[config.mk]
export PLATFORM = sky130hd
export DESIGN_NAME = tcc_capture_compare
export DESIGN_NICKNAME = d
export VERILOG_FILES = /design/src/rtl/tcc_pkg.sv /design/src/rtl/tcc_capture_compare.sv /design/src/rtl/tcc_capture_filter.sv /design/src/rtl/tcc_compare_unit.sv
export SDC_FILE = /design/constraint.sdc
export NUM_CORES = 1
export LEC_CHECK = 0
export ABC_AREA = 1
export BUFFER_PORTS_ARGS = -buffer_cell sky130_fd_sc_hd__buf_4
export CORE_MARGIN = 2
export CORE_UTILIZATION = 40
export DETAILED_ROUTE_END_ITERATION = 16
export GPL_TIMING_DRIVEN = 0
export PLACE_DENSITY = 0.69
export SLEW_MARGIN = 20
export SYNTH_ARGS = -nofsm -noshare
export SYNTH_HDL_FRONTEND = slang
export SYNTH_SLANG_ARGS = --single-unit
[constraint.sdc]
create_clock -name i_sys_clk -period 1.5 [get_ports i_sys_clk]
set_clock_uncertainty 0.2 [all_clocks]
set_input_delay 0.3 -clock i_sys_clk [delete_from_list [all_inputs] [get_ports i_sys_clk]]
set_output_delay 0.3 -clock i_sys_clk [all_outputs]
set_load 0.01 [all_outputs]
[src/rtl/tcc_pkg.sv]
// Shared constants, types and helper functions of the timer capture/compare block
// Operation
// - Capture pin triggers by default; comparator result when select bit is set.
// - Changing trigger source may capture; software clears the capture flag afterwards.
// - Enabled filter adds four system clocks before the capture register updates.
// - Capture input is disabled only in modes using capture value as TOP.
// - Pin level is sampled whoever drives it, so software can force captures.
// - Filter output changes only after four equal consecutive input samples.
// - Filter enable lives in timer_ctrl_b; filter runs on undivided system clock.
// - Every capture overwrites the capture value, read or not.
// - Counter compared with each compare value; match sets flag at the clock edge of the matching timer tick.
// - Enabled flag raises interrupt; cleared on service or by writing one.
// - Compare unit A value can serve as counter TOP.
// - Compare values buffered in twelve PWM modes; direct in normal and clear-on-match.
// - Buffer moves to active compare value only at TOP or BOTTOM.
// - Reads return buffer when buffering, else active value; no high-byte latch.
// - High byte goes to shared latch; low byte write loads all sixteen bits.
// - Force strobe in non-PWM modes acts like match, without flag or counter effect.
// - Capture copies counter and sets capture flag in the same cycle.
// - Counter write blocks every compare match in the next timer tick.
// - Output action zero leaves compare output unchanged on match.
package tcc_pkg;
    localparam int          CNT_W        = 16;
    localparam int          BYTE_W       = 8;
    localparam int          NUM_CMP      = 2;
    localparam int          FILT_SAMPLES = 4;
    localparam logic [3:0]  WGM_NORMAL   = 4'h0;
    localparam logic [3:0]  WGM_CTC_A    = 4'h4;
    localparam logic [3:0]  WGM_CTC_ICR  = 4'hC;
    localparam logic [3:0]  WGM_RSVD     = 4'hD;
    localparam logic [3:0]  WGM_PFC_ICR  = 4'h8;
    localparam logic [3:0]  WGM_PFC_A    = 4'h9;
    localparam logic [3:0]  WGM_PC_ICR   = 4'hA;
    localparam logic [3:0]  WGM_FAST_ICR = 4'hE;
    localparam logic [1:0]  ACT_NONE     = 2'h0;
    localparam logic [1:0]  ACT_TOGGLE   = 2'h1;
    localparam logic [1:0]  ACT_CLEAR    = 2'h2;
    localparam logic [1:0]  ACT_SET      = 2'h3;
    localparam logic [15:0] VALUE_RST    = 16'h0000;
    localparam logic [7:0]  LATCH_RST    = 8'h00;

    typedef struct packed {
        logic [3:0] waveform_mode_sel;
        logic [3:0] compare_output_action;
        logic       comparator_capture_select;
        logic       capture_filter_enable;
        logic       capture_rising_edge;
        logic [1:0] compare_irq_enable;
        logic       capture_irq_enable;
    } tcc_cfg_t;

    typedef struct packed {
        logic        tick;
        logic        at_top;
        logic        at_bottom;
        logic [15:0] counter_value;
    } tcc_count_t;

    typedef struct packed {
        logic [7:0] wdata;
        logic [1:0] wr_high;
        logic [1:0] wr_low;
        logic [1:0] force_compare_strobe;
        logic [1:0] compare_flag_clr;
        logic       capture_flag_clr;
        logic       counter_write;
    } tcc_cpu_wr_t;

    function automatic logic tcc_is_pwm(input logic [3:0] mode);
        tcc_is_pwm = !(mode == WGM_NORMAL || mode == WGM_CTC_A || mode == WGM_CTC_ICR || mode == WGM_RSVD);
    endfunction : tcc_is_pwm

    function automatic logic tcc_icr_top(input logic [3:0] mode);
        tcc_icr_top = (mode == WGM_PFC_ICR || mode == WGM_PC_ICR || mode == WGM_CTC_ICR || mode == WGM_FAST_ICR);
    endfunction : tcc_icr_top

    function automatic logic tcc_bottom_update(input logic [3:0] mode);
        tcc_bottom_update = (mode == WGM_PFC_ICR || mode == WGM_PFC_A);
    endfunction : tcc_bottom_update

    function automatic logic tcc_apply(input logic cur, input logic [1:0] act);
        case (act)
            ACT_TOGGLE: tcc_apply = !cur;
            ACT_CLEAR:  tcc_apply = 1'b0;
            ACT_SET:    tcc_apply = 1'b1;
            default:    tcc_apply = cur;
        endcase
    endfunction : tcc_apply
endpackage : tcc_pkg

[src/rtl/tcc_capture_compare.sv]
// Top of the 16-bit timer input capture and output compare logic
`timescale 1ns/1ps
module tcc_capture_compare
    import tcc_pkg::*;
(
    input  wire logic         i_sys_clk,
    input  wire logic         i_reset_n,
    input  wire logic         i_clk_en,
    input  wire logic         i_capture_input_pin,
    input  wire logic         i_comparator_result,
    input  wire tcc_cfg_t     i_cfg,
    input  wire tcc_count_t   i_count,
    input  wire tcc_cpu_wr_t  i_cpu,
    input  wire logic         i_capture_irq_ack,
    input  wire logic [1:0]   i_compare_irq_ack,
    output logic [15:0]       o_capture_value,
    output logic              o_capture_flag,
    output logic              o_capture_irq,
    output logic [1:0]        o_compare_flag,
    output logic [1:0]        o_compare_irq,
    output logic [1:0]        o_compare_output,
    output logic [1:0]        o_compare_match,
    output logic [15:0]       o_compare_read_a,
    output logic [15:0]       o_compare_read_b,
    output logic [15:0]       o_top_value_a
);
    // ----------------------------------------
    // Declarations
    // ----------------------------------------
    logic [1:0]  pin_sync;
    logic [1:0]  cmp_sync;
    logic        trigger;
    logic        edge_event;
    logic        capture_now;
    logic        pwm;
    logic        icr_top;
    logic        update_point;
    logic [7:0]  high_latch;
    logic [7:0]  next_high_latch;
    logic [15:0] wr_data;
    logic        block;
    logic        next_block;
    logic [15:0] next_capture_value;
    logic        next_capture_flag;
    logic        next_capture_irq;
    logic [1:0]  next_compare_irq;
    logic [15:0] next_read_a;
    logic [15:0] next_read_b;
    logic [15:0] buf_val [NUM_CMP];
    logic [15:0] act_val [NUM_CMP];
    logic [1:0]  unit_flag;
    logic [1:0]  unit_out;
    logic [1:0]  unit_match;

    // ----------------------------------------
    // Input synchronisers
    // ----------------------------------------
    always_ff @(posedge i_sys_clk or negedge i_reset_n) begin
        if (!i_reset_n) begin
            pin_sync <= 2'h0;
            cmp_sync <= 2'h0;
        end else if (i_clk_en) begin
            pin_sync <= {pin_sync[0], i_capture_input_pin};
            cmp_sync <= {cmp_sync[0], i_comparator_result};
        end
    end

    // ----------------------------------------
    // Trigger selection and mode decode
    // ----------------------------------------
    always_comb begin
        trigger      = i_cfg.comparator_capture_select ? cmp_sync[1] : pin_sync[1];
        pwm          = tcc_is_pwm(i_cfg.waveform_mode_sel);
        icr_top      = tcc_icr_top(i_cfg.waveform_mode_sel);
        update_point = i_count.tick && (tcc_bottom_update(i_cfg.waveform_mode_sel)
                                        ? i_count.at_bottom : i_count.at_top);
        capture_now  = edge_event && !icr_top;
        wr_data      = {high_latch, i_cpu.wdata};
    end

    tcc_capture_filter #(
        .SAMPLES (FILT_SAMPLES)
    ) u_filter (
        .i_sys_clk       (i_sys_clk),
        .i_reset_n       (i_reset_n),
        .i_clk_en        (i_clk_en),
        .i_sample        (trigger),
        .i_filter_enable (i_cfg.capture_filter_enable),
        .i_rising_edge   (i_cfg.capture_rising_edge),
        .o_event         (edge_event)
    );

    // ----------------------------------------
    // Capture register, flags, latch and read-back
    // ----------------------------------------
    always_comb begin
        next_capture_value = o_capture_value;
        next_capture_flag  = o_capture_flag;
        if (i_cpu.capture_flag_clr || i_capture_irq_ack) begin
            next_capture_flag = 1'b0;
        end
        if (capture_now) begin
            next_capture_value = i_count.counter_value;
            next_capture_flag  = 1'b1;
        end
        next_capture_irq = o_capture_flag && i_cfg.capture_irq_enable;
        next_compare_irq = unit_flag & i_cfg.compare_irq_enable;
        next_high_latch  = (|i_cpu.wr_high) ? i_cpu.wdata : high_latch;
        if (i_cpu.counter_write) begin
            next_block = 1'b1;
        end else if (i_count.tick) begin
            next_block = 1'b0;
        end else begin
            next_block = block;
        end
        next_read_a = pwm ? buf_val[0] : act_val[0];
        next_read_b = pwm ? buf_val[1] : act_val[1];
    end

    always_ff @(posedge i_sys_clk or negedge i_reset_n) begin
        if (!i_reset_n) begin
            o_capture_value  <= VALUE_RST;
            o_capture_flag   <= 1'b0;
            o_capture_irq    <= 1'b0;
            o_compare_irq    <= 2'h0;
            o_compare_flag   <= 2'h0;
            o_compare_output <= 2'h0;
            o_compare_match  <= 2'h0;
            o_compare_read_a <= VALUE_RST;
            o_compare_read_b <= VALUE_RST;
            o_top_value_a    <= VALUE_RST;
            high_latch       <= LATCH_RST;
            block            <= 1'b0;
        end else if (i_clk_en) begin
            o_capture_value  <= next_capture_value;
            o_capture_flag   <= next_capture_flag;
            o_capture_irq    <= next_capture_irq;
            o_compare_irq    <= next_compare_irq;
            o_compare_flag   <= unit_flag;
            o_compare_output <= unit_out;
            o_compare_match  <= unit_match;
            o_compare_read_a <= next_read_a;
            o_compare_read_b <= next_read_b;
            o_top_value_a    <= act_val[0];
            high_latch       <= next_high_latch;
            block            <= next_block;
        end
    end

    // ----------------------------------------
    // Compare units
    // ----------------------------------------
    for (genvar u = 0; u < NUM_CMP; u++) begin : g_unit
        tcc_compare_unit u_cmp (
            .i_sys_clk       (i_sys_clk),
            .i_reset_n       (i_reset_n),
            .i_clk_en        (i_clk_en),
            .i_pwm           (pwm),
            .i_update        (update_point),
            .i_tick          (i_count.tick),
            .i_block         (block),
            .i_counter_value (i_count.counter_value),
            .i_wr_low        (i_cpu.wr_low[u]),
            .i_wr_data       (wr_data),
            .i_action        (i_cfg.compare_output_action[2*u +: 2]),
            .i_force         (i_cpu.force_compare_strobe[u]),
            .i_flag_clr      (i_cpu.compare_flag_clr[u] || i_compare_irq_ack[u]),
            .o_buffer        (buf_val[u]),
            .o_active        (act_val[u]),
            .o_flag          (unit_flag[u]),
            .o_out           (unit_out[u]),
            .o_match         (unit_match[u])
        );
    end

    // ----------------------------------------
    // Assertions
    // ----------------------------------------
    property p_capture_copy;
        @(posedge i_sys_clk) disable iff (!i_reset_n)
        (i_clk_en && capture_now) |=> (o_capture_value == $past(i_count.counter_value)) && o_capture_flag;
    endproperty
    a_capture_copy: assert property (p_capture_copy)
        else $error("capture did not copy counter and set flag together");

    property p_icr_top_blocks;
        @(posedge i_sys_clk) disable iff (!i_reset_n)
        (i_clk_en && icr_top && !o_capture_flag && !i_cpu.counter_write)
            |=> ($stable(o_capture_value) || !$past(icr_top));
    endproperty
    a_icr_top_blocks: assert property (p_icr_top_blocks)
        else $error("capture happened in a mode using capture value as TOP");

    property p_match_flag;
        @(posedge i_sys_clk) disable iff (!i_reset_n)
        (i_clk_en && i_count.tick && !block && i_count.counter_value == act_val[0])
            |=> unit_flag[0] ##1 (o_compare_flag[0] || !$past(i_clk_en));
    endproperty
    a_match_flag: assert property (p_match_flag)
        else $error("compare match did not set flag A");

    property p_write_blocks;
        @(posedge i_sys_clk) disable iff (!i_reset_n)
        (i_clk_en && block && !unit_flag[1]) |=> !unit_match[1];
    endproperty
    a_write_blocks: assert property (p_write_blocks)
        else $error("compare match not blocked after counter write");

    property p_low_write;
        @(posedge i_sys_clk) disable iff (!i_reset_n)
        (i_clk_en && i_cpu.wr_low[0] && !i_cpu.wr_high[0]) |=> (buf_val[0] == $past(wr_data));
    endproperty
    a_low_write: assert property (p_low_write)
        else $error("low byte write did not load latched sixteen bits");

    property p_direct_write;
        @(posedge i_sys_clk) disable iff (!i_reset_n)
        (i_clk_en && !pwm && i_cpu.wr_low[1]) |=> (act_val[1] == $past(wr_data));
    endproperty
    a_direct_write: assert property (p_direct_write)
        else $error("non-PWM write did not reach active compare value");

    property p_pwm_hold;
        @(posedge i_sys_clk) disable iff (!i_reset_n)
        (i_clk_en && pwm && !update_point) |=> $stable(act_val[0]);
    endproperty
    a_pwm_hold: assert property (p_pwm_hold)
        else $error("buffered compare value changed away from TOP or BOTTOM");

    property p_force_no_flag;
        @(posedge i_sys_clk) disable iff (!i_reset_n)
        (i_clk_en && !pwm && i_cpu.force_compare_strobe[0] && !i_count.tick && !unit_flag[0])
            |=> !unit_flag[0];
    endproperty
    a_force_no_flag: assert property (p_force_no_flag)
        else $error("force strobe set the compare flag");

    property p_no_action;
        @(posedge i_sys_clk) disable iff (!i_reset_n)
        (i_clk_en && i_cfg.compare_output_action[1:0] == ACT_NONE) |=> $stable(unit_out[0]);
    endproperty
    a_no_action: assert property (p_no_action)
        else $error("compare output changed with action zero");

    property p_irq;
        @(posedge i_sys_clk) disable iff (!i_reset_n)
        (i_clk_en && unit_flag[0] && i_cfg.compare_irq_enable[0]) |=> o_compare_irq[0];
    endproperty
    a_irq: assert property (p_irq)
        else $error("enabled compare flag did not request interrupt");

    property p_read_back;
        @(posedge i_sys_clk) disable iff (!i_reset_n)
        (i_clk_en && pwm) |=> (o_compare_read_b == $past(buf_val[1]));
    endproperty
    a_read_back: assert property (p_read_back)
        else $error("PWM read did not return the buffer");
endmodule : tcc_capture_compare

[src/rtl/tcc_capture_filter.sv]
// Capture input filter and edge detector
`timescale 1ns/1ps
module tcc_capture_filter
    import tcc_pkg::*;
#(
    parameter int SAMPLES = FILT_SAMPLES
) (
    input  wire logic i_sys_clk,
    input  wire logic i_reset_n,
    input  wire logic i_clk_en,
    input  wire logic i_sample,
    input  wire logic i_filter_enable,
    input  wire logic i_rising_edge,
    output logic      o_event
);
    logic [SAMPLES-1:0] hist;
    logic [SAMPLES-1:0] next_hist;
    logic               filt;
    logic               next_filt;
    logic               next_event;

    // ----------------------------------------
    // Filter and edge detection
    // ----------------------------------------
    always_comb begin
        next_hist = {hist[SAMPLES-2:0], i_sample};
        if (!i_filter_enable) begin
            next_filt = i_sample;
        end else if (&hist || ~|hist) begin
            next_filt = hist[SAMPLES-1];
        end else begin
            next_filt = filt;
        end
        next_event = (next_filt != filt) && (next_filt == i_rising_edge);
    end

    always_ff @(posedge i_sys_clk or negedge i_reset_n) begin
        if (!i_reset_n) begin
            hist    <= '0;
            filt    <= 1'b0;
            o_event <= 1'b0;
        end else if (i_clk_en) begin
            hist    <= next_hist;
            filt    <= next_filt;
            o_event <= next_event;
        end
    end

    property p_filter_stable;
        @(posedge i_sys_clk) disable iff (!i_reset_n)
        (i_clk_en && i_filter_enable && $past(i_clk_en) && $past(i_filter_enable) && filt != $past(filt))
            |-> ($past(hist) == {SAMPLES{filt}});
    endproperty
    a_filter_stable: assert property (p_filter_stable)
        else $error("filter output changed without four equal samples");
endmodule : tcc_capture_filter

[src/rtl/tcc_compare_unit.sv]
// One output compare unit with buffer, active value, flag and output state
`timescale 1ns/1ps
module tcc_compare_unit
    import tcc_pkg::*;
(
    input  wire logic        i_sys_clk,
    input  wire logic        i_reset_n,
    input  wire logic        i_clk_en,
    input  wire logic        i_pwm,
    input  wire logic        i_update,
    input  wire logic        i_tick,
    input  wire logic        i_block,
    input  wire logic [15:0] i_counter_value,
    input  wire logic        i_wr_low,
    input  wire logic [15:0] i_wr_data,
    input  wire logic [1:0]  i_action,
    input  wire logic        i_force,
    input  wire logic        i_flag_clr,
    output logic [15:0]      o_buffer,
    output logic [15:0]      o_active,
    output logic             o_flag,
    output logic             o_out,
    output logic             o_match
);
    logic [15:0] next_buffer;
    logic [15:0] next_active;
    logic        next_flag;
    logic        next_out;
    logic        next_match;
    logic        hit;

    // ----------------------------------------
    // Match, buffering and output action
    // ----------------------------------------
    always_comb begin
        next_buffer = o_buffer;
        next_active = o_active;
        next_flag   = o_flag;
        next_out    = o_out;
        next_match  = 1'b0;
        hit         = i_tick && !i_block && (i_counter_value == o_active);
        if (i_pwm && i_update) begin
            next_active = o_buffer;
        end
        if (i_wr_low) begin
            next_buffer = i_wr_data;
            if (!i_pwm) begin
                next_active = i_wr_data;
            end
        end
        if (i_flag_clr) begin
            next_flag = 1'b0;
        end
        if (hit) begin
            next_flag  = 1'b1;
            next_match = 1'b1;
            next_out   = tcc_apply(o_out, i_action);
        end else if (i_force && !i_pwm) begin
            next_out = tcc_apply(o_out, i_action);
        end
    end

    always_ff @(posedge i_sys_clk or negedge i_reset_n) begin
        if (!i_reset_n) begin
            o_buffer <= VALUE_RST;
            o_active <= VALUE_RST;
            o_flag   <= 1'b0;
            o_out    <= 1'b0;
            o_match  <= 1'b0;
        end else if (i_clk_en) begin
            o_buffer <= next_buffer;
            o_active <= next_active;
            o_flag   <= next_flag;
            o_out    <= next_out;
            o_match  <= next_match;
        end
    end
endmodule : tcc_compare_unit

## Yosys cells after proc, flatten, opt, wreduce, memory -nomap -nowiden

Index checks and enable logic that the tools add are counted.

| word-level totals | value |
|---|---|
| flip-flop bits (word level) | 163 |
| output and inout bits | 74 |

| operators by class | value |
|---|---|
| equal/unequal tests | 17 |
| mux-type cells | 28 |
| bitwise gates (word level) | 1 |
| reductions and logical operators | 47 |

Operator list:

| kind | number |
|---|---|
| 2-to-1 mux 16 bit | 8 |
| equality test 16 bit | 2 |
| equality test 4 bit, second input constant | 6 |
| AND reduction 2 bit | 10 |
| 2-to-1 mux 1 bit | 18 |
| nonzero test 2 bit | 6 |
| logical OR 1 bit | 11 |
| logical AND 1 bit | 10 |
| equality test 2 bit, second input constant | 4 |
| logical NOT 1 bit | 6 |
| one-hot mux 1 bit (3 select lines) | 2 |
| equality test 2 x 1 -> 1 bit, second input constant | 2 |
| equality test 4 x 3 -> 1 bit, second input constant | 1 |
| logical NOT 4 bit | 1 |
| AND reduction 4 bit | 1 |
| OR reduction 4 bit | 1 |
| bitwise AND 2 bit | 1 |
| OR reduction 2 bit | 1 |
| equality test 1 bit | 1 |
| != test 1 bit | 1 |

## Depth between registers and ports, before layout

Gate-level depths: netlist of run 1.

| depth | value |
|---|---|
| depth in word-level cells | 9 |
| mapped depth | 12 |
| mapped depth without buffers | 11 |

## Cells and area by module

Synthesis of run 1 repeated with hierarchy kept, for this count alone.

| second synthesis, totals | value |
|---|---|
| cells, all modules | 984 |
| area total of the unflattened synthesis | 8,076.5 um^2 |

By module, submodules not included:

| module | times used | cells each | area each (um^2) | seq. area each (um^2) |
|---|---|---|---|---|
| tcc_capture_compare | 1 | 506 | 4,038.9 | 2,177.1 |
| tcc_compare_unit | 2 | 219 | 1,871.8 | 875.8 |
| tcc_capture_filter | 1 | 40 | 294.0 | 150.1 |

## Worst setup path after synthesis of run 1

Ideal clock, no wire load.

| timing path | value |
|---|---|
| path kind | input-to-reg |
| start point | input port i_clk_en |
| end point | register block |
| setup time | 123 ps |
| arrival time | 1,140 ps |
| required time | 1,177 ps |
| slack | 37 ps |
| stages on the path | 6 |
| buffers on the path | 3 |
| path through | buf_2 -> clkinv_1 -> buf_2 -> clkbuf_1 -> o21ai_0 -> nand2_1 |

| between the ends | value |
|---|---|
| cells in the longest elaborated chain, start to end | 1 |

Ends and longest elaborated chain:

| element | line | source |
|---|---|---|
| start, declared | tcc_capture_compare.sv:8 | `input wire logic i_clk_en,` |
| AND reduction 2 bit (no source line) | -- |  |
| end signal, assigned | tcc_capture_compare.sv:146 | `block <= next_block;` |
| end, declared | tcc_capture_compare.sv:41 | `logic block;` |

No other way between the ends.
A chain may end at the register's enable or synchronous reset.

## Final worst setup path of run 1

| timing path | value |
|---|---|
| start point | register g_unit[0].u_cmp.o_active[15] |
| end point | register g_unit[0].u_cmp.o_out |

| between the ends | value |
|---|---|
| cells in the longest elaborated chain, start to end | 4 |
| elaborated cells on any way between the ends | 5 |

Ends and longest elaborated chain:

| element | line | source |
|---|---|---|
| start, declared | tcc_compare_unit.sv:20 | `output logic [15:0] o_active,` |
| start signal, assigned | tcc_compare_unit.sv:72 | `o_active <= next_active;` |
| equality test 16 bit * | tcc_compare_unit.sv:41 | `hit = i_tick && !i_block && (i_counter_value == o_active);` |
| logical AND 1 bit * | tcc_compare_unit.sv:41 |  |
| nonzero test 2 bit (no source line) | -- |  |
| AND reduction 2 bit (no source line) | -- |  |
| end signal, assigned | tcc_compare_unit.sv:74 | `o_out <= next_out;` |
| end, declared | tcc_compare_unit.sv:22 | `output logic o_out,` |

Every way passes the cells marked *; elsewhere a longest branch is shown, timed or not.

==> results of run 1 <==
-- layout make-up --
class | count | area [um2] | share of cell area [%]
Inverter | 81 | 315 | 3.09
Buffer | 49 | 253 | 2.48
Sequential cell | 163 | 4090 | 40.1
Tap cell | 234 | 293 | 2.87
Clock buffer | 20 | 437 | 4.29
Timing Repair Buffer | 193 | 1590 | 15.6
Multi-Input combinational cell | 684 | 3060 | 30.0
Clock inverter | 11 | 156 | 1.53
-- where the power goes --
| part | internal, W | switching, W |
|---|---|---|
| Clock | 0.00262 | 0.00183 |
| Combinational | 0.00145 | 0.00176 |
| Sequential | 0.00511 | 0.000595 |
-- flip-flops by register name, indices dropped and copies added (netlist names), 4 cells and up --
name                   count
g_unit.u_cmp.o_active     32
g_unit.u_cmp.o_buffer     32
o_capture_value           16
o_compare_read_a          16
o_compare_read_b          16
o_top_value_a             16
high_latch                 8
u_filter.hist              4
-- layer usage --
metal / up-vias / global-route usage, % / wire (um)
met3: 58 / 4.76 / 1930
met4: 0 / 9.89 / 765
li1: 3565 / - / -
met2: 338 / 38.0 / 11300
met1: 3594 / 36.4 / 11300
met5: - / 0 / 0
-- Yosys cell counts (all sizes together) --
cell,n
mux2,1
nand2,348
o21ai,117
xnor2,4
nand4,10
dfrtp,163
buf,21
inv,79
a21oi,98
nand3,45
clkbuf,28
clkinv,2
o211ai,1
nor2,60
-- worst max-delay path, stage by stage (launching register included) --
cell and delay (ns):
dfrtp_1 0.50, nor2_1 0.09, nor2_1 0.11, nand3_1 0.11, nor2_2 0.16, nand3_2 0.10, nand2_2 0.07, nand2_1 0.04
nand2_1 0.05, nand2_1 0.05
-- logic make-up (layout without fill, tap and decap cells) --
group                     count (synthesis)  in the layout  share of synthesized area (%)
AOI/OAI and AO/OA                       216            216                           14.2
xor gates and xnor gates                  4              4                          0.461
buffers and inverters                   130            354                           7.09
DFF                                     163            163                           53.6
muxes                                     1              1                          0.148
and+or+nand+nor                         463            463                           24.4
-- worst paths after layout --
check	startpoint	endpoint	slack, ns	depth (start not counted)
max	g_unit[0].u_cmp.o_active[15]	g_unit[0].u_cmp.o_out	-0.08	9
min	i_reset_n	u_filter.hist[0]	-0.36	1
max reg2reg	g_unit[0].u_cmp.o_active[15]	g_unit[0].u_cmp.o_out	-0.08	9
min reg2reg	cmp_sync[0]	cmp_sync[0]	0.27	2
max in group asynchronous	i_reset_n	high_latch[0]	0.63	2
min in group i_sys_clk	i_cpu[4]	g_unit[0].u_cmp.o_out	0.01	5
-- repair_timing --
item,in CTS,in global routing
setup buffers,7,34
endpoints found under the setup margin,23,108
pin swaps,2,13
endpoints found under the hold margin,97,80
resized for setup,15,57
-- through the flow --
step           std cells  total power, W
2_1_floorplan        977         0.00705
4_1_cts             1401          0.0130
6_report            1435          0.0134
3_3_place_gp        1342         0.00842
3_5_place_dp        1343         0.00848
5_1_grt             1435          0.0140
==> key figures, run 1 <==
Global routing
  • GRT Util Overall: 25.3%
  • First-pass GRT wire length: 38,400 um
  • Number of global-route vias before repair: 6,904
  • Largest net degree at the start of global routing: 84
  • Gr ovfl total: 0
  • Initial antenna violation count: 0

Timing
  • Setup TNS: -0.211 ns
  • Worst slew pin tran: 0.612 ns
  • Hold_ws: -0.363 ns
  • Fin. Hold Viols: 80
  • Final setup viols: 5
  • RSZ-0062 raised after global routing: true
  • Max-Slew Margin vs Limit: 59.2%
  • Peak Freq: 0.633 GHz
  • Final worst slack: -0.0802 ns
  • Max Slew Vio Count: 0
  • Minimum clock period: 1.58 ns
  • Fin crit share: 105%

Cells and area
  • Fillers: 1,773
  • Post-route cell area: 10,200 um2
  • Layout cell share with drive strength beyond 1: 22.6%
  • ANT cells: 0
  • Layout area overhead: 34.0%
  • Commonest non-fill, non-tap cells in the layout: nand2_1 (339), buf_4 (159), dfrtp_1 (154)
  • Commonest non-fill, non-tap cell in the layout: nand2_1
  • Fin util: 54.5%
  • NumNets Final: 1,248

Outcome
  • Outcome: finished with violations
  • Failing checks: hold timing, setup timing

Logic synthesis
  • Flops & latches, synth: 163
  • Top-area cell type share of the netlist area: 53.6%
  • Post-synth top area cell: dfrtp_1
  • Yosys synthesis warning count: 0
  • Sequential element share of the synthesized area: 53.6%
  • Post-synth cell types: 24
  • Largest cells by area after synthesis: dfrtp_1 (54%), nand2_1 (17%), a21oi_1 (6.4%)
  • Post-synthesis average cell area: 7.78 um2
  • Mapped Nets: 1,036
  • Post-Syn Instances: 977
  • Netlist Area Pre-Place: 7600 um2

Power and ir drop
  • Max IR drop VDD: 825 uV
  • Pleak: 5.09 nW
  • Power Density: 1310 nW/um2

Clocking
  • CTS root buf: clkbuf_16
  • Reg clk slew, reported paths: 0.07 ns
  • Clk sinks: 163
  • CTS buffer count: 17
  • Hold Buf Count CTS: 20
  • Clock Tree Buf Depth: 2
  • Worst skew pair latency: 0.44 ns
  • CTS tree: built
  • H-tree levels: 4

Detailed routing
  • Initial DRT Pass Iterations: 5
  • Vias per cell: 5.26
  • Initial DRC count: 670
  • Wirelength per Cell: 17.6 um
  • Final antenna-violating net count: 0
  • Routed via count: 7,555
  • DRC viols: 0
  • Detailed Route WL: 25,200 um

Die
  • Die Area: 20,100 um2
  • Die H: 142 um
  • Core Area: 18,700 um2
  • Initial Util: 40.7%
  • Die width: 142 um
  • # IOs: 133
  • Row count: 50

Placed design
  • Dpl ws: -0.592 ns
  • Post-DP HPWL: 18,100 um
  • GP Congestion: 0.900
  • Port Buffer Count: 131
  • Area after DPL: 8920 um2

Setup path
  • Critical path type: reg2reg
  • Worst Setup Start Kind: flop
  • Crit path required time: 1.63 ns
  • Crit path DAT: 1.71 ns
  • CP Max Fanout: 5
  • CP Capture Type: flop

Job
  • Number of maximum-capacitance violations: 0

Worst hold path
  • Hold WC Path Type: in2async
(Power assumes the default switching activity.)
==> inputs of run 2 (changes only) <==
--- a/config.mk
+++ b/config.mk
@@ -9,10 +9,12 @@
 export BUFFER_PORTS_ARGS = -buffer_cell sky130_fd_sc_hd__buf_4
 export CORE_MARGIN = 2
 export CORE_UTILIZATION = 40
+export CTS_CLUSTER_SIZE = 28
 export DETAILED_ROUTE_END_ITERATION = 16
 export GPL_TIMING_DRIVEN = 0
 export PLACE_DENSITY = 0.69
 export SLEW_MARGIN = 20
 export SYNTH_ARGS = -nofsm -noshare
 export SYNTH_HDL_FRONTEND = slang
+export SYNTH_HIERARCHICAL = 1
 export SYNTH_SLANG_ARGS = --single-unit
==> key figures, run 2 <==
Setup path
  • R2R Setup Slk: -0.04 ns
  • Crit-path slowest cell: dfrtp_1
  • Crit path required time: 1.63 ns
  • Crit path DAT: 1.68 ns
  • Critical path type: reg2reg
  • Worst Setup Start Kind: flop
  • R2R depth: 11
  • Reg-to-Reg Start: g_unit[1].u_cmp/o_active[1]
  • CP Max Fanout: 3
  • Critical Path Max Stage Delay: 0.37 ns
  • Critical-path cell list: inv_1 -> nand2_1 -> nand2_1 -> nor2_1 -> nand2_1 -> nor2_4 -> nand3_2 -> nand2_2 -> nand2_1 -> nand2_1 -> nand2_1
  • Reg2reg end: g_unit[1].u_cmp/o_out
  • CP Capture Type: flop
  • Crit path top cell by count: nand2_1

Die
  • # IOs: 133
  • Die H: 146 um
  • Die width: 146 um
  • Die Area: 21,300 um2
  • Initial Util: 41.1%
  • Row count: 51
  • Core Area: 19,700 um2

Global routing
  • GRT Util Overall: 23.1%
  • Gr ovfl total: 0
  • Largest net degree at the start of global routing: 95
  • Number of global-route vias before repair: 7,087
  • First-pass GRT wire length: 38,000 um
  • Initial antenna violation count: 0

Detailed routing
  • Wirelength per Cell: 16.6 um
  • Routed via count: 7,245
  • Detailed Route WL: 24,500 um
  • Vias per cell: 4.91
  • DRC viols: 0
  • Final antenna-violating net count: 0
  • Initial DRT Pass Iterations: 5
  • Initial DRC count: 573

Power and ir drop
  • Switching power total: 0.00442 W
  • Reg power frac: 42.6%
  • Gate power share: 26.1%
  • Pint: 0.00971 W
  • Sw Ratio: 31.3%
  • Pleak: 5.88 nW
  • Power Density: 1300 nW/um2
  • Clock power share: 31.4%
  • Max IR drop VDD: 715 uV
  • Power Total: 0.0141 W

Clocking
  • CTS tree: built
  • CTS buffer count: 17
  • Reg clk slew, reported paths: 0.06 ns
  • Clock Tree Buf Depth: 2
  • H-tree levels: 4
  • Hold Buf Count CTS: 35
  • Clk sinks: 163
  • CTS root buf: clkbuf_16
  • Worst skew pair latency: 0.44 ns

Timing
  • Max-Slew Margin vs Limit: 51.9%
  • Minimum clock period: 1.54 ns
  • Final worst slack: -0.0444 ns
  • Fin. Hold Viols: 93
  • Hold_ws: -0.304 ns
  • Fin crit share: 103%
  • Setup TNS: -0.0801 ns
  • Peak Freq: 0.647 GHz
  • RSZ-0062 raised after global routing: true
  • Max Slew Vio Count: 0
  • Final setup viols: 2
  • Worst slew pin tran: 0.722 ns

Logic synthesis
  • Post-synth top area cell: dfrtp_1
  • Post-synthesis average cell area: 8.21 um2
  • Flops & latches, synth: 163
  • Post-synth cell types: 30
  • Top-count cell post-synth: nand2_1
  • Synth cell count leaders: nand2_1 (318), inv_1 (176), dfrtp_1 (163)
  • Fraction of synthesis flops using an asynchronous set or reset pin: 100%
  • Most common flop cell mapped by yosys: dfrtp_1
  • Mapped Nets: 1,043
  • Number of synthesized flops with an enable pin: 0
  • Largest cells by area after synthesis: dfrtp_1 (51%), nand2_1 (15%), inv_1 (8.2%)
  • Post-Syn Instances: 984
  • Netlist Area Pre-Place: 8080 um2
  • Top-area cell type share of the netlist area: 50.5%
  • Sequential element share of the synthesized area: 50.5%
  • Yosys synthesis warning count: 6

Cells and area
  • Commonest non-fill, non-tap cell in the layout: nand2_1
  • ANT cells: 0
  • NumNets Final: 1,258
  • Commonest non-fill, non-tap cells in the layout: nand2_1 (313), inv_1 (173), dfrtp_1 (162)
  • Layout cell share with drive strength beyond 1: 25.3%
  • Layout area overhead: 34.9%
  • Fillers: 1,801
  • Largest regs: g_unit.u_cmp/o_active (32), g_unit.u_cmp/o_buffer (32)

Outcome
  • Outcome: finished with violations
  • Failing checks: hold timing, setup timing

Worst hold path
  • Hold WC Path Type: in2async

Job
  • Number of maximum-capacitance violations: 0

Placed design
  • GP Congestion: 0.886
  • Port Buffer Count: 132
  • Post-DP HPWL: 17,200 um
[run 2: cell count changes in the layout (fill, tap and decap cells not counted), moves of 9 or more]
| cell | previous run | this run |
|---|---|---|
| o21ai_1 | 29 | 7 |
| nand4_1 | 10 | 36 |
| dlygate4sd3_1 | 20 | 35 |
| o22ai_1 | 0 | 27 |
| mux2_2 | 1 | 12 |
| inv_1 | 69 | 173 |
| clkbuf_1 | 25 | 5 |
| inv_2 | 9 | 0 |
| o21ai_0 | 87 | 72 |
| a21oi_1 | 98 | 0 |
| nand2_1 | 339 | 313 |
| nor2_1 | 49 | 24 |
| mux2_4 | 0 | 20 |
[run 2: stage by stage]
step | area (um2) | instances | setup WS (ns) | utilization (%)
after floorplan | 8220 | 984 | -0.0480 | -
after global placement | 9540 | 1381 | -0.990 | 48.5
after detailed placement | 9570 | 1382 | -0.512 | 48.7
after CTS | 10600 | 1456 | -0.0261 | 54.1
after global routing | 10900 | 1477 | -0.130 | 55.4
final | 10900 | 1477 | -0.0444 | 55.4
[run 2: layer usage]
| layer | global-route usage [%] | vias up | wire, um |
|---|---|---|---|
| met2 | 37.8 | 225 | 11800 |
| met4 | 8.50 | 0 | 710 |
| met1 | 29.9 | 3468 | 10500 |
| met3 | 5.50 | 43 | 1450 |
| li1 | - | 3509 | - |
| met5 | 0 | - | 0 |
[run 2: repair_timing]
item | CTS | global route
endpoints found under the setup margin | 16 | 38
resized for setup | 8 | 26
endpoints found under the hold margin | 136 | 93
setup buffers | 7 | 20
gates cloned | 0 | 1
pin swaps | 5 | 13
[run 2: worst max path at each step]
stage	start	endpoint	cells past startpoint
6_report	g_unit[1].u_cmp/o_active[1]	g_unit[1].u_cmp/o_out	11
5_1_grt	g_unit[1].u_cmp/o_active[1]	g_unit[1].u_cmp/o_out	11
4_1_cts	g_unit[0].u_cmp/o_active[15]	g_unit[0].u_cmp/o_out	10
3_5_place_dp	i_cfg[11]	g_unit[0].u_cmp/o_active[0]	11
3_3_place_gp	i_reset_n	o_compare_read_b[8]	1
2_1_floorplan	i_cfg[11]	g_unit[1].u_cmp/o_active[13]	10
[run 2: cells by family after synthesis]
family | after synthesis | share of synthesized area, %
simple gates | 442 | 23.1
buf+inv | 220 | 11.7
flops | 163 | 50.5
compound gates | 119 | 8.44
mux | 32 | 5.39
xor+xnor | 8 | 0.868
[run 2: critical path, delay by kind of cell, from the launching register on]
kind	cells	cell delay [ns]
and+or+nand+nor	10	0.80
DFF	1	0.37
buffers and inverters	1	0.06
[run 2: cell type report]
class                   count  area (um2)  share of cell area, %
repair buffers            196        1650                   15.1
well taps                 265         332                   3.04
multi-input cells         601        3210                   29.5
flip-flops and latches    163        4080                   37.4
plain buffers              42         309                   2.84
clock buffers              21         480                   4.41
inverters                 178         707                   6.49
clock inverters            11         128                   1.17
[run 2: power groups by stage]
stage | combinational [W] | sequential, W | clock, W
6_report | 0.00368 | 0.00602 | 0.00443
5_1_grt | 0.00407 | 0.00613 | 0.00467
4_1_cts | 0.00347 | 0.00600 | 0.00450
3_5_place_dp | 0.00329 | 0.00607 | 0
3_3_place_gp | 0.00320 | 0.00604 | 0
2_1_floorplan | 0.00170 | 0.00607 | 0
